`src/deep_stop_pkg.sv`:
```
// shared modes, configuration carrier and timing constants of the stop sequencer
package deep_stop_pkg;

    // operating modes of the sequencer
    typedef enum logic [2:0] {
        mode_run,
        mode_light_stop,
        mode_ram_retain_stop,
        mode_deepest_stop,
        mode_restart
    } power_mode_t;

    // stop-relevant configuration, captured when a stop is entered
    typedef struct packed {
        logic background_debug_enable;
        logic low_voltage_detector_enable;
        logic low_voltage_detector_stop_enable;
        logic converter_async_clock_enable;
        logic internal_ref_clock_enable;
        logic internal_ref_stop_enable;
        logic external_ref_clock_enable;
        logic external_ref_stop_enable;
        logic external_high_range;
    } stop_cfg_t;

    // power and clock controls driven out of the block
    typedef struct packed {
        logic core_power;
        logic ram_power;
        logic regulator_power;
        logic regulator_full;
        logic periph_clock_enable;
        logic debug_clock_enable;
        logic converter_run;
        logic internal_ref_run;
        logic external_osc_run;
    } power_ctl_t;

    // bus clock period and restart hold time
    localparam int CLK_PERIOD_NS = 50;
    localparam int RESTART_HOLD_NS = 1000;
    localparam int RESTART_CYCLES_CALC = (RESTART_HOLD_NS + CLK_PERIOD_NS - 1) / CLK_PERIOD_NS;
    localparam int RESTART_CYCLES = (RESTART_CYCLES_CALC < 1) ? 1 : RESTART_CYCLES_CALC;

    // default pin count and reset values
    localparam int PIN_COUNT = 12;
    localparam int RESTART_CNT_W = 8;
    localparam logic ACK_READ_VALUE = 1'b0;
    localparam logic FLAG_RESET = 1'b0;
    localparam logic LATCH_RESET = 1'b0;
    localparam power_ctl_t POWER_CTL_RESET = '{
        core_power: 1'b1,
        ram_power: 1'b1,
        regulator_power: 1'b1,
        regulator_full: 1'b1,
        periph_clock_enable: 1'b1,
        debug_clock_enable: 1'b1,
        converter_run: 1'b0,
        internal_ref_run: 1'b0,
        external_osc_run: 1'b0
    };

endpackage

```
`src/deep_stop_power_sequencer.sv`:
```
// stop-mode sequencer: stop entry, deep-stop wake, restart, pin latches and clock gating
//
// Functional notes
// - ram-retaining deep stop powers off core like deepest stop but keeps ram.
// - entering ram-retaining deep stop latches all pin controls for the whole stop.
// - in ram-retaining deep stop, low wake pin ends the stop regardless of config.
// - in deepest stop, low wake pin ends the stop regardless of config.
// - wake pin pull-up is disabled in both deep stop modes.
// - enabled periodic wake timer event also ends ram-retaining deep stop.
// - enabled periodic wake timer event also ends deepest stop.
// - deep-stop wake restarts the device as from power-on reset.
// - after wake, low-voltage reset on, low trip, held while supply low.
// - ram-retain wake sets partial flag; flag and latches hold until acknowledge.
// - deepest wake sets powerdown flag, held until acknowledge written with one.
// - opening latches gives pins their current port register values, or peripheral values where a peripheral is enabled.
// - on opening, pins of disabled peripherals follow port control registers.
// - entering deepest stop puts every pin straight to high impedance.
// - deepest stop powers off everything, ram and regulator included.
// - every stop mode gates peripheral clocks, even with debug enabled.
// - light stop keeps converter only with async clock and detector enabled.
// - light stop keeps internal reference only with clock and stop enables.
// - light stop keeps oscillator with enables; high range also needs detector.
// - powerdown control selects deep stop; partial control picks ram retention.
// - stop with stop enable clear gives illegal-opcode reset, no stop.
`timescale 1ns/100ps

module deep_stop_power_sequencer #(
    parameter int N_PINS = deep_stop_pkg::PIN_COUNT,
    parameter int RESTART_CYCLES = deep_stop_pkg::RESTART_CYCLES
) (
    // clock and power-on reset
    input wire logic i_clk,
    input wire logic i_srst,
    // stop request and mode selection
    input wire logic i_stop_execute,
    input wire logic i_stop_instruction_enable,
    input wire logic i_powerdown_control,
    input wire logic i_partial_powerdown_control,
    input wire deep_stop_pkg::stop_cfg_t i_stop_cfg,
    // wake sources
    input wire logic i_wake_pin_n,
    input wire logic i_wake_pin_pullup_request,
    input wire logic i_periodic_wake_timer_event,
    input wire logic i_periodic_wake_timer_irq_enable,
    input wire logic i_light_stop_wake,
    input wire logic i_low_voltage_detector_low,
    // acknowledge write
    input wire logic i_powerdown_acknowledge_write,
    input wire logic i_powerdown_acknowledge_data,
    // pin sources
    input wire logic [N_PINS-1:0] i_port_data,
    input wire logic [N_PINS-1:0] i_port_direction,
    input wire logic [N_PINS-1:0] i_periph_enable,
    input wire logic [N_PINS-1:0] i_periph_data,
    input wire logic [N_PINS-1:0] i_periph_direction,
    // mode and reset outputs
    output logic [2:0] o_mode,
    output logic o_system_reset,
    output logic o_illegal_opcode_reset,
    output logic o_lvd_reset_enable,
    output logic o_lvd_low_trip_select,
    // status flags
    output logic o_partial_powerdown_flag,
    output logic o_powerdown_flag,
    output logic o_powerdown_acknowledge,
    output logic o_pin_latch_closed,
    // power and clock controls
    output deep_stop_pkg::power_ctl_t o_power_ctl,
    output logic o_wake_pin_pullup_enable,
    // pins
    output logic [N_PINS-1:0] o_pin_out,
    output logic [N_PINS-1:0] o_pin_oe_n
);

    // elaboration check
    if (N_PINS < 1 || RESTART_CYCLES < 1 ||
        RESTART_CYCLES >= (1 << deep_stop_pkg::RESTART_CNT_W))
    begin : g_bad_param
        $error("deep_stop_power_sequencer: unsupported parameter value");
    end

    localparam logic [deep_stop_pkg::RESTART_CNT_W-1:0] RESTART_LAST =
        deep_stop_pkg::RESTART_CNT_W'(RESTART_CYCLES - 1);

    // whole module state
    typedef struct packed {
        deep_stop_pkg::power_mode_t mode;
        deep_stop_pkg::stop_cfg_t cfg;
        logic [deep_stop_pkg::RESTART_CNT_W-1:0] restart_cnt;
        logic wake_meta;
        logic wake_sync;
        logic lvd_meta;
        logic lvd_sync;
        logic illegal_reset;
        logic partial_flag;
        logic full_flag;
        logic latched;
        logic [N_PINS-1:0] hold_out;
        logic [N_PINS-1:0] hold_oe_n;
        logic system_reset;
        deep_stop_pkg::power_ctl_t power;
        logic pullup_enable;
        logic [N_PINS-1:0] pin_out;
        logic [N_PINS-1:0] pin_oe_n;
    } seq_state_t;

    seq_state_t cur;
    seq_state_t next_state;

    // next-state logic
    always_comb
    begin
        logic deep_wake;
        logic restart_done;
        logic [N_PINS-1:0] live_out;
        logic [N_PINS-1:0] live_oe_n;
        deep_wake = 1'b0;
        restart_done = 1'b0;
        live_out = '0;
        live_oe_n = '1;
        next_state = cur;
        next_state.illegal_reset = 1'b0;

        // two-stage synchronisers for pin and detector levels
        next_state.wake_meta = i_wake_pin_n;
        next_state.wake_sync = cur.wake_meta;
        next_state.lvd_meta = i_low_voltage_detector_low;
        next_state.lvd_sync = cur.lvd_meta;

        // acknowledge: only a one acts, clear loses to a same-cycle set below
        if (cur.mode == deep_stop_pkg::mode_run && i_powerdown_acknowledge_write &&
            i_powerdown_acknowledge_data)
        begin
            next_state.partial_flag = 1'b0;
            next_state.full_flag = 1'b0;
            next_state.latched = 1'b0;
        end

        // wake from either deep stop: low wake pin or enabled timer event
        deep_wake = !cur.wake_sync ||
            (i_periodic_wake_timer_event && i_periodic_wake_timer_irq_enable);
        restart_done = (cur.restart_cnt == RESTART_LAST);

        // mode sequencing
        unique case (cur.mode)
            deep_stop_pkg::mode_run:
            begin
                if (i_stop_execute)
                begin
                    if (!i_stop_instruction_enable)
                    begin
                        next_state.illegal_reset = 1'b1;
                    end
                    else
                    begin
                        next_state.cfg = i_stop_cfg;
                        if (i_stop_cfg.background_debug_enable ||
                            (i_stop_cfg.low_voltage_detector_enable &&
                             i_stop_cfg.low_voltage_detector_stop_enable) ||
                            !i_powerdown_control)
                        begin
                            next_state.mode = deep_stop_pkg::mode_light_stop;
                        end
                        else if (i_partial_powerdown_control)
                        begin
                            next_state.mode = deep_stop_pkg::mode_ram_retain_stop;
                            next_state.latched = 1'b1;
                            next_state.hold_out = cur.pin_out;
                            next_state.hold_oe_n = cur.pin_oe_n;
                        end
                        else
                        begin
                            next_state.mode = deep_stop_pkg::mode_deepest_stop;
                        end
                    end
                end
            end
            deep_stop_pkg::mode_light_stop:
            begin
                if (i_light_stop_wake)
                begin
                    next_state.mode = deep_stop_pkg::mode_run;
                end
            end
            deep_stop_pkg::mode_ram_retain_stop:
            begin
                if (deep_wake)
                begin
                    next_state.mode = deep_stop_pkg::mode_restart;
                    next_state.restart_cnt = '0;
                    next_state.partial_flag = 1'b1;
                end
            end
            deep_stop_pkg::mode_deepest_stop:
            begin
                if (deep_wake)
                begin
                    next_state.mode = deep_stop_pkg::mode_restart;
                    next_state.restart_cnt = '0;
                    next_state.full_flag = 1'b1;
                end
            end
            deep_stop_pkg::mode_restart:
            begin
                if (!restart_done)
                begin
                    next_state.restart_cnt = cur.restart_cnt + 1'b1;
                end
                else if (!cur.lvd_sync)
                begin
                    next_state.mode = deep_stop_pkg::mode_run;
                end
            end
            default:
            begin
                next_state.mode = deep_stop_pkg::mode_restart;
                next_state.restart_cnt = '0;
            end
        endcase

        // restart holds the device in reset
        next_state.system_reset = (next_state.mode == deep_stop_pkg::mode_restart);

        // power and clock controls from the coming mode
        next_state.power = deep_stop_pkg::POWER_CTL_RESET;
        next_state.pullup_enable = i_wake_pin_pullup_request;
        unique case (next_state.mode)
            deep_stop_pkg::mode_light_stop:
            begin
                next_state.power.periph_clock_enable = 1'b0;
                next_state.power.debug_clock_enable =
                    next_state.cfg.background_debug_enable;
                next_state.power.core_power = 1'b1;
                next_state.power.regulator_full = next_state.cfg.background_debug_enable ||
                    (next_state.cfg.low_voltage_detector_enable &&
                     next_state.cfg.low_voltage_detector_stop_enable);
                next_state.power.converter_run =
                    next_state.cfg.converter_async_clock_enable &&
                    next_state.cfg.low_voltage_detector_enable &&
                    next_state.cfg.low_voltage_detector_stop_enable;
                next_state.power.internal_ref_run =
                    next_state.cfg.internal_ref_clock_enable &&
                    next_state.cfg.internal_ref_stop_enable;
                next_state.power.external_osc_run =
                    next_state.cfg.external_ref_clock_enable &&
                    next_state.cfg.external_ref_stop_enable &&
                    (!next_state.cfg.external_high_range ||
                     (next_state.cfg.low_voltage_detector_enable &&
                      next_state.cfg.low_voltage_detector_stop_enable));
            end
            deep_stop_pkg::mode_ram_retain_stop:
            begin
                next_state.power.periph_clock_enable = 1'b0;
                next_state.power.debug_clock_enable = 1'b0;
                next_state.power.core_power = 1'b0;
                next_state.power.regulator_full = 1'b0;
                next_state.pullup_enable = 1'b0;
            end
            deep_stop_pkg::mode_deepest_stop:
            begin
                next_state.power.periph_clock_enable = 1'b0;
                next_state.power.debug_clock_enable = 1'b0;
                next_state.power.core_power = 1'b0;
                next_state.power.ram_power = 1'b0;
                next_state.power.regulator_power = 1'b0;
                next_state.power.regulator_full = 1'b0;
                next_state.pullup_enable = 1'b0;
            end
            deep_stop_pkg::mode_restart:
            begin
                next_state.power.periph_clock_enable = 1'b0;
                next_state.pullup_enable = 1'b1;
            end
            default:
            begin
                next_state.power.converter_run = 1'b1;
                next_state.power.internal_ref_run = i_stop_cfg.internal_ref_clock_enable;
                next_state.power.external_osc_run = i_stop_cfg.external_ref_clock_enable;
            end
        endcase

        // pin drive: peripheral owns the pin when enabled, else port registers
        live_out = (i_periph_enable & i_periph_data) | (~i_periph_enable & i_port_data);
        live_oe_n = ~((i_periph_enable & i_periph_direction) |
            (~i_periph_enable & i_port_direction));
        if (next_state.mode == deep_stop_pkg::mode_deepest_stop)
        begin
            next_state.pin_out = '0;
            next_state.pin_oe_n = '1;
        end
        else if (next_state.latched)
        begin
            next_state.pin_out = next_state.hold_out;
            next_state.pin_oe_n = next_state.hold_oe_n;
        end
        else
        begin
            next_state.pin_out = live_out;
            next_state.pin_oe_n = live_oe_n;
        end
    end

    // state register, power-on reset
    always_ff @(posedge i_clk)
    begin
        if (i_srst)
        begin
            cur <= '0;
            cur.mode <= deep_stop_pkg::mode_run;
            cur.wake_meta <= 1'b1;
            cur.wake_sync <= 1'b1;
            cur.partial_flag <= deep_stop_pkg::FLAG_RESET;
            cur.full_flag <= deep_stop_pkg::FLAG_RESET;
            cur.latched <= deep_stop_pkg::LATCH_RESET;
            cur.hold_oe_n <= '1;
            cur.power <= deep_stop_pkg::POWER_CTL_RESET;
            cur.pullup_enable <= 1'b1;
            cur.pin_oe_n <= '1;
        end
        else
        begin
            cur <= next_state;
        end
    end

    // outputs straight from the state register, except the constant acknowledge read value
    assign o_mode = cur.mode;
    assign o_system_reset = cur.system_reset;
    assign o_illegal_opcode_reset = cur.illegal_reset;
    assign o_lvd_reset_enable = cur.system_reset;
    assign o_lvd_low_trip_select = cur.system_reset;
    assign o_partial_powerdown_flag = cur.partial_flag;
    assign o_powerdown_flag = cur.full_flag;
    assign o_powerdown_acknowledge = deep_stop_pkg::ACK_READ_VALUE;
    assign o_pin_latch_closed = cur.latched;
    assign o_power_ctl = cur.power;
    assign o_wake_pin_pullup_enable = cur.pullup_enable;
    assign o_pin_out = cur.pin_out;
    assign o_pin_oe_n = cur.pin_oe_n;

endmodule

```
`config.mk`:
```
export PLATFORM = sky130hd
export DESIGN_NAME = deep_stop_power_sequencer
export DESIGN_NICKNAME = d
export VERILOG_FILES = /design/src/deep_stop_pkg.sv /design/src/deep_stop_power_sequencer.sv
export SDC_FILE = /design/constraint.sdc
export NUM_CORES = 1
export LEC_CHECK = 0
export BUFFER_PORTS_ARGS = -buffer_cell sky130_fd_sc_hd__buf_2
export CAP_MARGIN = 20
export CORE_ASPECT_RATIO = 0.9
export CORE_MARGIN = 3
export CORE_UTILIZATION = 53
export DETAILED_ROUTE_END_ITERATION = 10
export GPL_TIMING_DRIVEN = 0
export PLACE_DENSITY_LB_ADDON = 0.12
export SETUP_SLACK_MARGIN = 0.5
export SLEW_MARGIN = 10
export SYNTH_ARGS = -nofsm -noshare
export SYNTH_HDL_FRONTEND = slang
export SYNTH_SLANG_ARGS = --single-unit
export TNS_END_PERCENT = 20
```
`constraint.sdc`:
```
create_clock -name i_clk -period 5.7 [get_ports i_clk]
set_input_delay 0.855 -clock i_clk [delete_from_list [all_inputs] [get_ports i_clk]]
set_output_delay 0.855 -clock i_clk [all_outputs]
set_load 0.1 [all_outputs]
```
# After elaboration in Yosys (flattened, before gate mapping)
# Cells that the tools add are included.
# classes
shifts,0
add_sub_neg,1
order_cmp,0
n_reduce_logical,27
eq_ne,11
muxes,32
bitwise,11
n_div,0
mul,0
# op_table
op,n
$mux W25,5
$and A12 B12 Y12,4
$mux W12,2
$mux W24,1
$not A12 Y12,2
$or A12 B12 Y12,2
$pmux W8 S3,1
$mux W3,6
$mux W8,2
$eq A3 B2 Y1 const B,4
$pmux W3 S4,1
$logic_and A1 B1 Y1,10
$mux W9,1
$add A8 B1 Y8 const B,1
$eq A8 B5 Y1 const B,1
$mux W1,8
$reduce_or A2 Y1,4
$eq A3 B1 Y1 const B,2
$eq A3 B3 Y1 const B,2
$pmux W1 S2,3
$pmux W3 S2,1
$reduce_or A3 Y1,2
$logic_or A1 B1 Y1,5
$reduce_or A4 Y1,1
other kinds (7),11
# word_totals
ram_bits,0
latch_bits,0
regBits,87
rom_bits,0
memories,0
output_inout_bits,45
elab_cells,116
inputBits,83

# Logic depth before layout (Yosys ltp)
# depth
word_depth,11
ltp_mapped,6
depth_no_buf,5

# Worst setup path after synthesis
# Ideal clock, no wire load.
# synth_timing
path_kind,reg-to-output
from,register cur (netlist bit o_lvd_low_trip_select)
to,output port o_lvd_reset_enable
path_stages_with_launch,2
path_buffers,1
t_required_ns,4.845
path_slack_ns,3.471
arrival_time_ns,1.374
cell_sequence,dfxtp_1 -> buf_4
# synth_lines
element,line,rtl
from (decl),deep_stop_power_sequencer.sv:107,seq_state_t cur;
from (signal assigned),deep_stop_power_sequencer.sv:322,cur <= next_state;
to (decl),deep_stop_power_sequencer.sv:60,"output logic o_lvd_reset_enable,"
# No word-level cell between the ends.

# Final worst setup path
# layout_timing
from,register cur (netlist bit o_mode[0])
to,output port o_mode[0]
# layout_lines
element,line,rtl
to (decl),deep_stop_power_sequencer.sv:57,"output logic [2:0] o_mode,"
# No word-level cell between the ends.

==> impl_metrics.ini <==
[outcome]
result_of_the_run = completed

[route]
detail_route.drc_violations = 0
firstDrtPassIters = 8
drtAntennaViolNets = 0
num_vias = 3926
total_detailed_routing_wirelength_mm = 11.2
drt-vias-per-instance = 5.66
drt_first_iter_violations = 194
route.detailed.wl_per_inst_um = 16.1

[floorplan]
core.rowCount = 29
placeableCoreArea_um2 = 7290
fp.dieW_um = 98.9
start_util_pct = 56.4
floorplan.die_area_um2 = 8860
floorplan.die.height_um = 89.6
io_pins = 128

[setup_path]
worst_path_arrival_ps = 1440
required_ps = 4850
r2r-start = o_mode[0]
critPathLaunch = o_mode[0]
critical_path.endpoint_type = output port
worst_setup_path_start_kind = register
crit_path_max_fanout = 9
ff2ff_setup_slack_ps = 3400
timing.rr.end = o_pin_oe_n[7]
critical_path_class = register to output port
end_point_of_the_critical_path = o_mode[0]
r2r.worst_path.cells = 5

[grt]
grt_usage_pct = 25.0
global_route.overflow_total = 0
grt_pass1_wl_mm = 17.5
grt_start_max_net_pins = 14
vias_in_the_first_global_route = 3594
number_of_antenna_violations_at_the_first_check_in_global_routing = 0

[sta]
grt_setup_unrepaired = false
normalized_max_slew_margin_pct = 31.6
slew_viol_final = 0
finalClockSkew_ps = 10.2
achievable-frequency_ghz = 0.435
fin_crit_share_pct = 40.3
finalCriticalPeriod_ps = 2300
fin_tns_setup_ps = 0
final_hold_vio_count = 0
final-setup-viol-count = 0
worst_slack_ps = 3400
worst_hold_slack_ps = 422
slew_at_the_pin_with_the_worst_max_slew_slack_ps = 1010

[logic_synthesis]
mappedNetlistNets = 544
ys_ff_latch = 86
mappedNetlistArea_um2 = 4120
ys_dominant_reg_cell = sky130_fd_sc_hd__dfxtp_1
synth_edf_count = 0
netlist_top_cells_count = sky130_fd_sc_hd__dfxtp_1, sky130_fd_sc_hd__nand2_1, sky130_fd_sc_hd__buf_4, sky130_fd_sc_hd__a21oi_1, sky130_fd_sc_hd__nor2_1
synth_async_sr_flop_share_pct = 0
seq_area_frac_synth_pct = 41.8
synth_most_common_cell = sky130_fd_sc_hd__dfxtp_1
synthDistinctLibCells = 56
synthCells = 460
synth_warnings = 0
synth_top_cell_by_area = sky130_fd_sc_hd__dfxtp_1
synth_area_leaders = sky130_fd_sc_hd__dfxtp_1, sky130_fd_sc_hd__buf_4, sky130_fd_sc_hd__mux2i_1
synth.avg_cell_area_um2 = 8.95
synthDominantCellAreaShare_pct = 41.8

[clock_network]
maximum_number_of_buffers_from_clock_root_to_sink = 2
worstSkewPairLatency_ps = 360
htree_levels = 3
cts_tree = done
post_cts_hold_buffer_count = 0
clkSlewWorstSetupHoldPaths_ps = 80
cts_made_buffers = 9
postCtsSetupBuffers = 0
numClockSinks = 86
clockRootBuffer = sky130_fd_sc_hd__clkbuf_8
postCtsResizedCells = 0

[power_and_ir_drop]
power.density_cell_area_nw_per_um2 = 283
p_leak_nw = 2.22
irDropWorstVdd_mv = 0.193
cell_internal_pwr_w = 0.000990
power_switching_w = 0.000448
clock_power_share_pct = 33.2
finalPower_w = 0.00144
combinationalPowerShare_pct = 22.4
swShare_pct = 31.2
power.share.sequential_pct = 44.4

[final_layout]
register_area_um2 = 1720
multiInputGateArea_um2 = 1960
post_route_cells_drive_above_1_share_pct = 35.1
num_antenna_cells = 0
num-nets-final = 681
num-fill-cells = 609
instances_no_fill = 694
layout_area_growth_over_synthesis_pct = 23.6

[place]
place_ws_ps = 3110
buffer_ports.inserted = 126
gp_congestion = 0.844
dpl.cell_count = 679
post-dp-hpwl_mm = 8.22

[flow_run]
max_cap_violations = 0

[hold_path]
worstHoldPathType = register to register
==> cells by family after synthesis <==
kind of cell,synth area share (%)
DFF,41.8
adders and majority gates,0.304
AOI/OAI and AO/OA,22.7
buffers and inverters,10.5
and+or+nand+nor,18.3
muxes,6.08
other,0.0911
xor gates and xnor gates,0.213
==> registers in the layout, indices dropped and copies added, names as in the netlist, 3 cells and up <==
name / cells
o_pin_oe_n: 12
cur: 45
o_power_ctl: 8
o_mode: 3
o_pin_out: 12
==> final cells by class <==
type | count | share of cell area, %
Buffer | 65 | 8.02
Clock buffer | 12 | 3.05
Clock inverter | 3 | 1.33
Inverter | 6 | 0.443
Multi-Input combinational cell | 303 | 38.6
Sequential cell | 86 | 33.9
Tap cell | 93 | 2.29
Timing Repair Buffer | 126 | 12.4
==> worst min-delay path by stage <==
stage,end,depth (start not counted),from
floorplan,cur[65],1,cur[66]
global placement,cur[65],1,cur[66]
detailed placement,cur[65],1,cur[66]
CTS,cur[65],1,cur[66]
global route,cur[65],1,cur[66]
finish,cur[65],1,cur[66]
==> metal layers <==
metal  share of wire [%]  vias to the layer above  global-route usage (%)
met3                 7.7                       21                    6.18
met1                  43                     1853                    33.9
met4                 2.1                        0                    8.19
li1                    -                     1901                       -
met5                   0                        -                       0
met2                  47                      151                    39.5
==> per-stage QoR <==
step           util [%]  area (um^2)
4_1_cts            69.7         5080
6_report           69.7         5080
2_1_floorplan         -         4120
3_3_place_gp       66.7         4860
3_5_place_dp       66.7         4860
5_1_grt            69.7         5080
==> cells in the final DEF (no fill, tap or decap), types with 12 or more instances in the layout <==
cell / n
sky130_fd_sc_hd__nor2b_1: 17
sky130_fd_sc_hd__mux2i_1: 25
sky130_fd_sc_hd__a211oi_1: 12
sky130_fd_sc_hd__a221oi_1: 13
sky130_fd_sc_hd__dfxtp_1: 86
sky130_fd_sc_hd__nand2_1: 49
sky130_fd_sc_hd__and2_1: 14
sky130_fd_sc_hd__buf_2: 134
sky130_fd_sc_hd__a221o_1: 13
sky130_fd_sc_hd__buf_4: 39
sky130_fd_sc_hd__clkbuf_1: 17
sky130_fd_sc_hd__nor2_1: 30
sky130_fd_sc_hd__o21ai_0: 22
sky130_fd_sc_hd__a21oi_1: 32
==> critical path, stage by stage, from the launching register on <==
cell,delay [ps]
sky130_fd_sc_hd__dfxtp_1,510
sky130_fd_sc_hd__buf_4,170
sky130_fd_sc_hd__buf_2,410
==> power by group through the flow <==
| stage | registers, W | logic [W] | clock network, W |
|---|---|---|---|
| 3_3_place_gp | 0.000651 | 0.000318 | 0 |
| 2_1_floorplan | 0.000655 | 0.000242 | 0 |
| 3_5_place_dp | 0.000652 | 0.000321 | 0 |
| 4_1_cts | 0.000638 | 0.000322 | 0.000481 |
| 6_report | 0.000638 | 0.000322 | 0.000478 |
| 5_1_grt | 0.000641 | 0.000339 | 0.000506 |
Note: power is estimated with default switching activity, not from simulation.
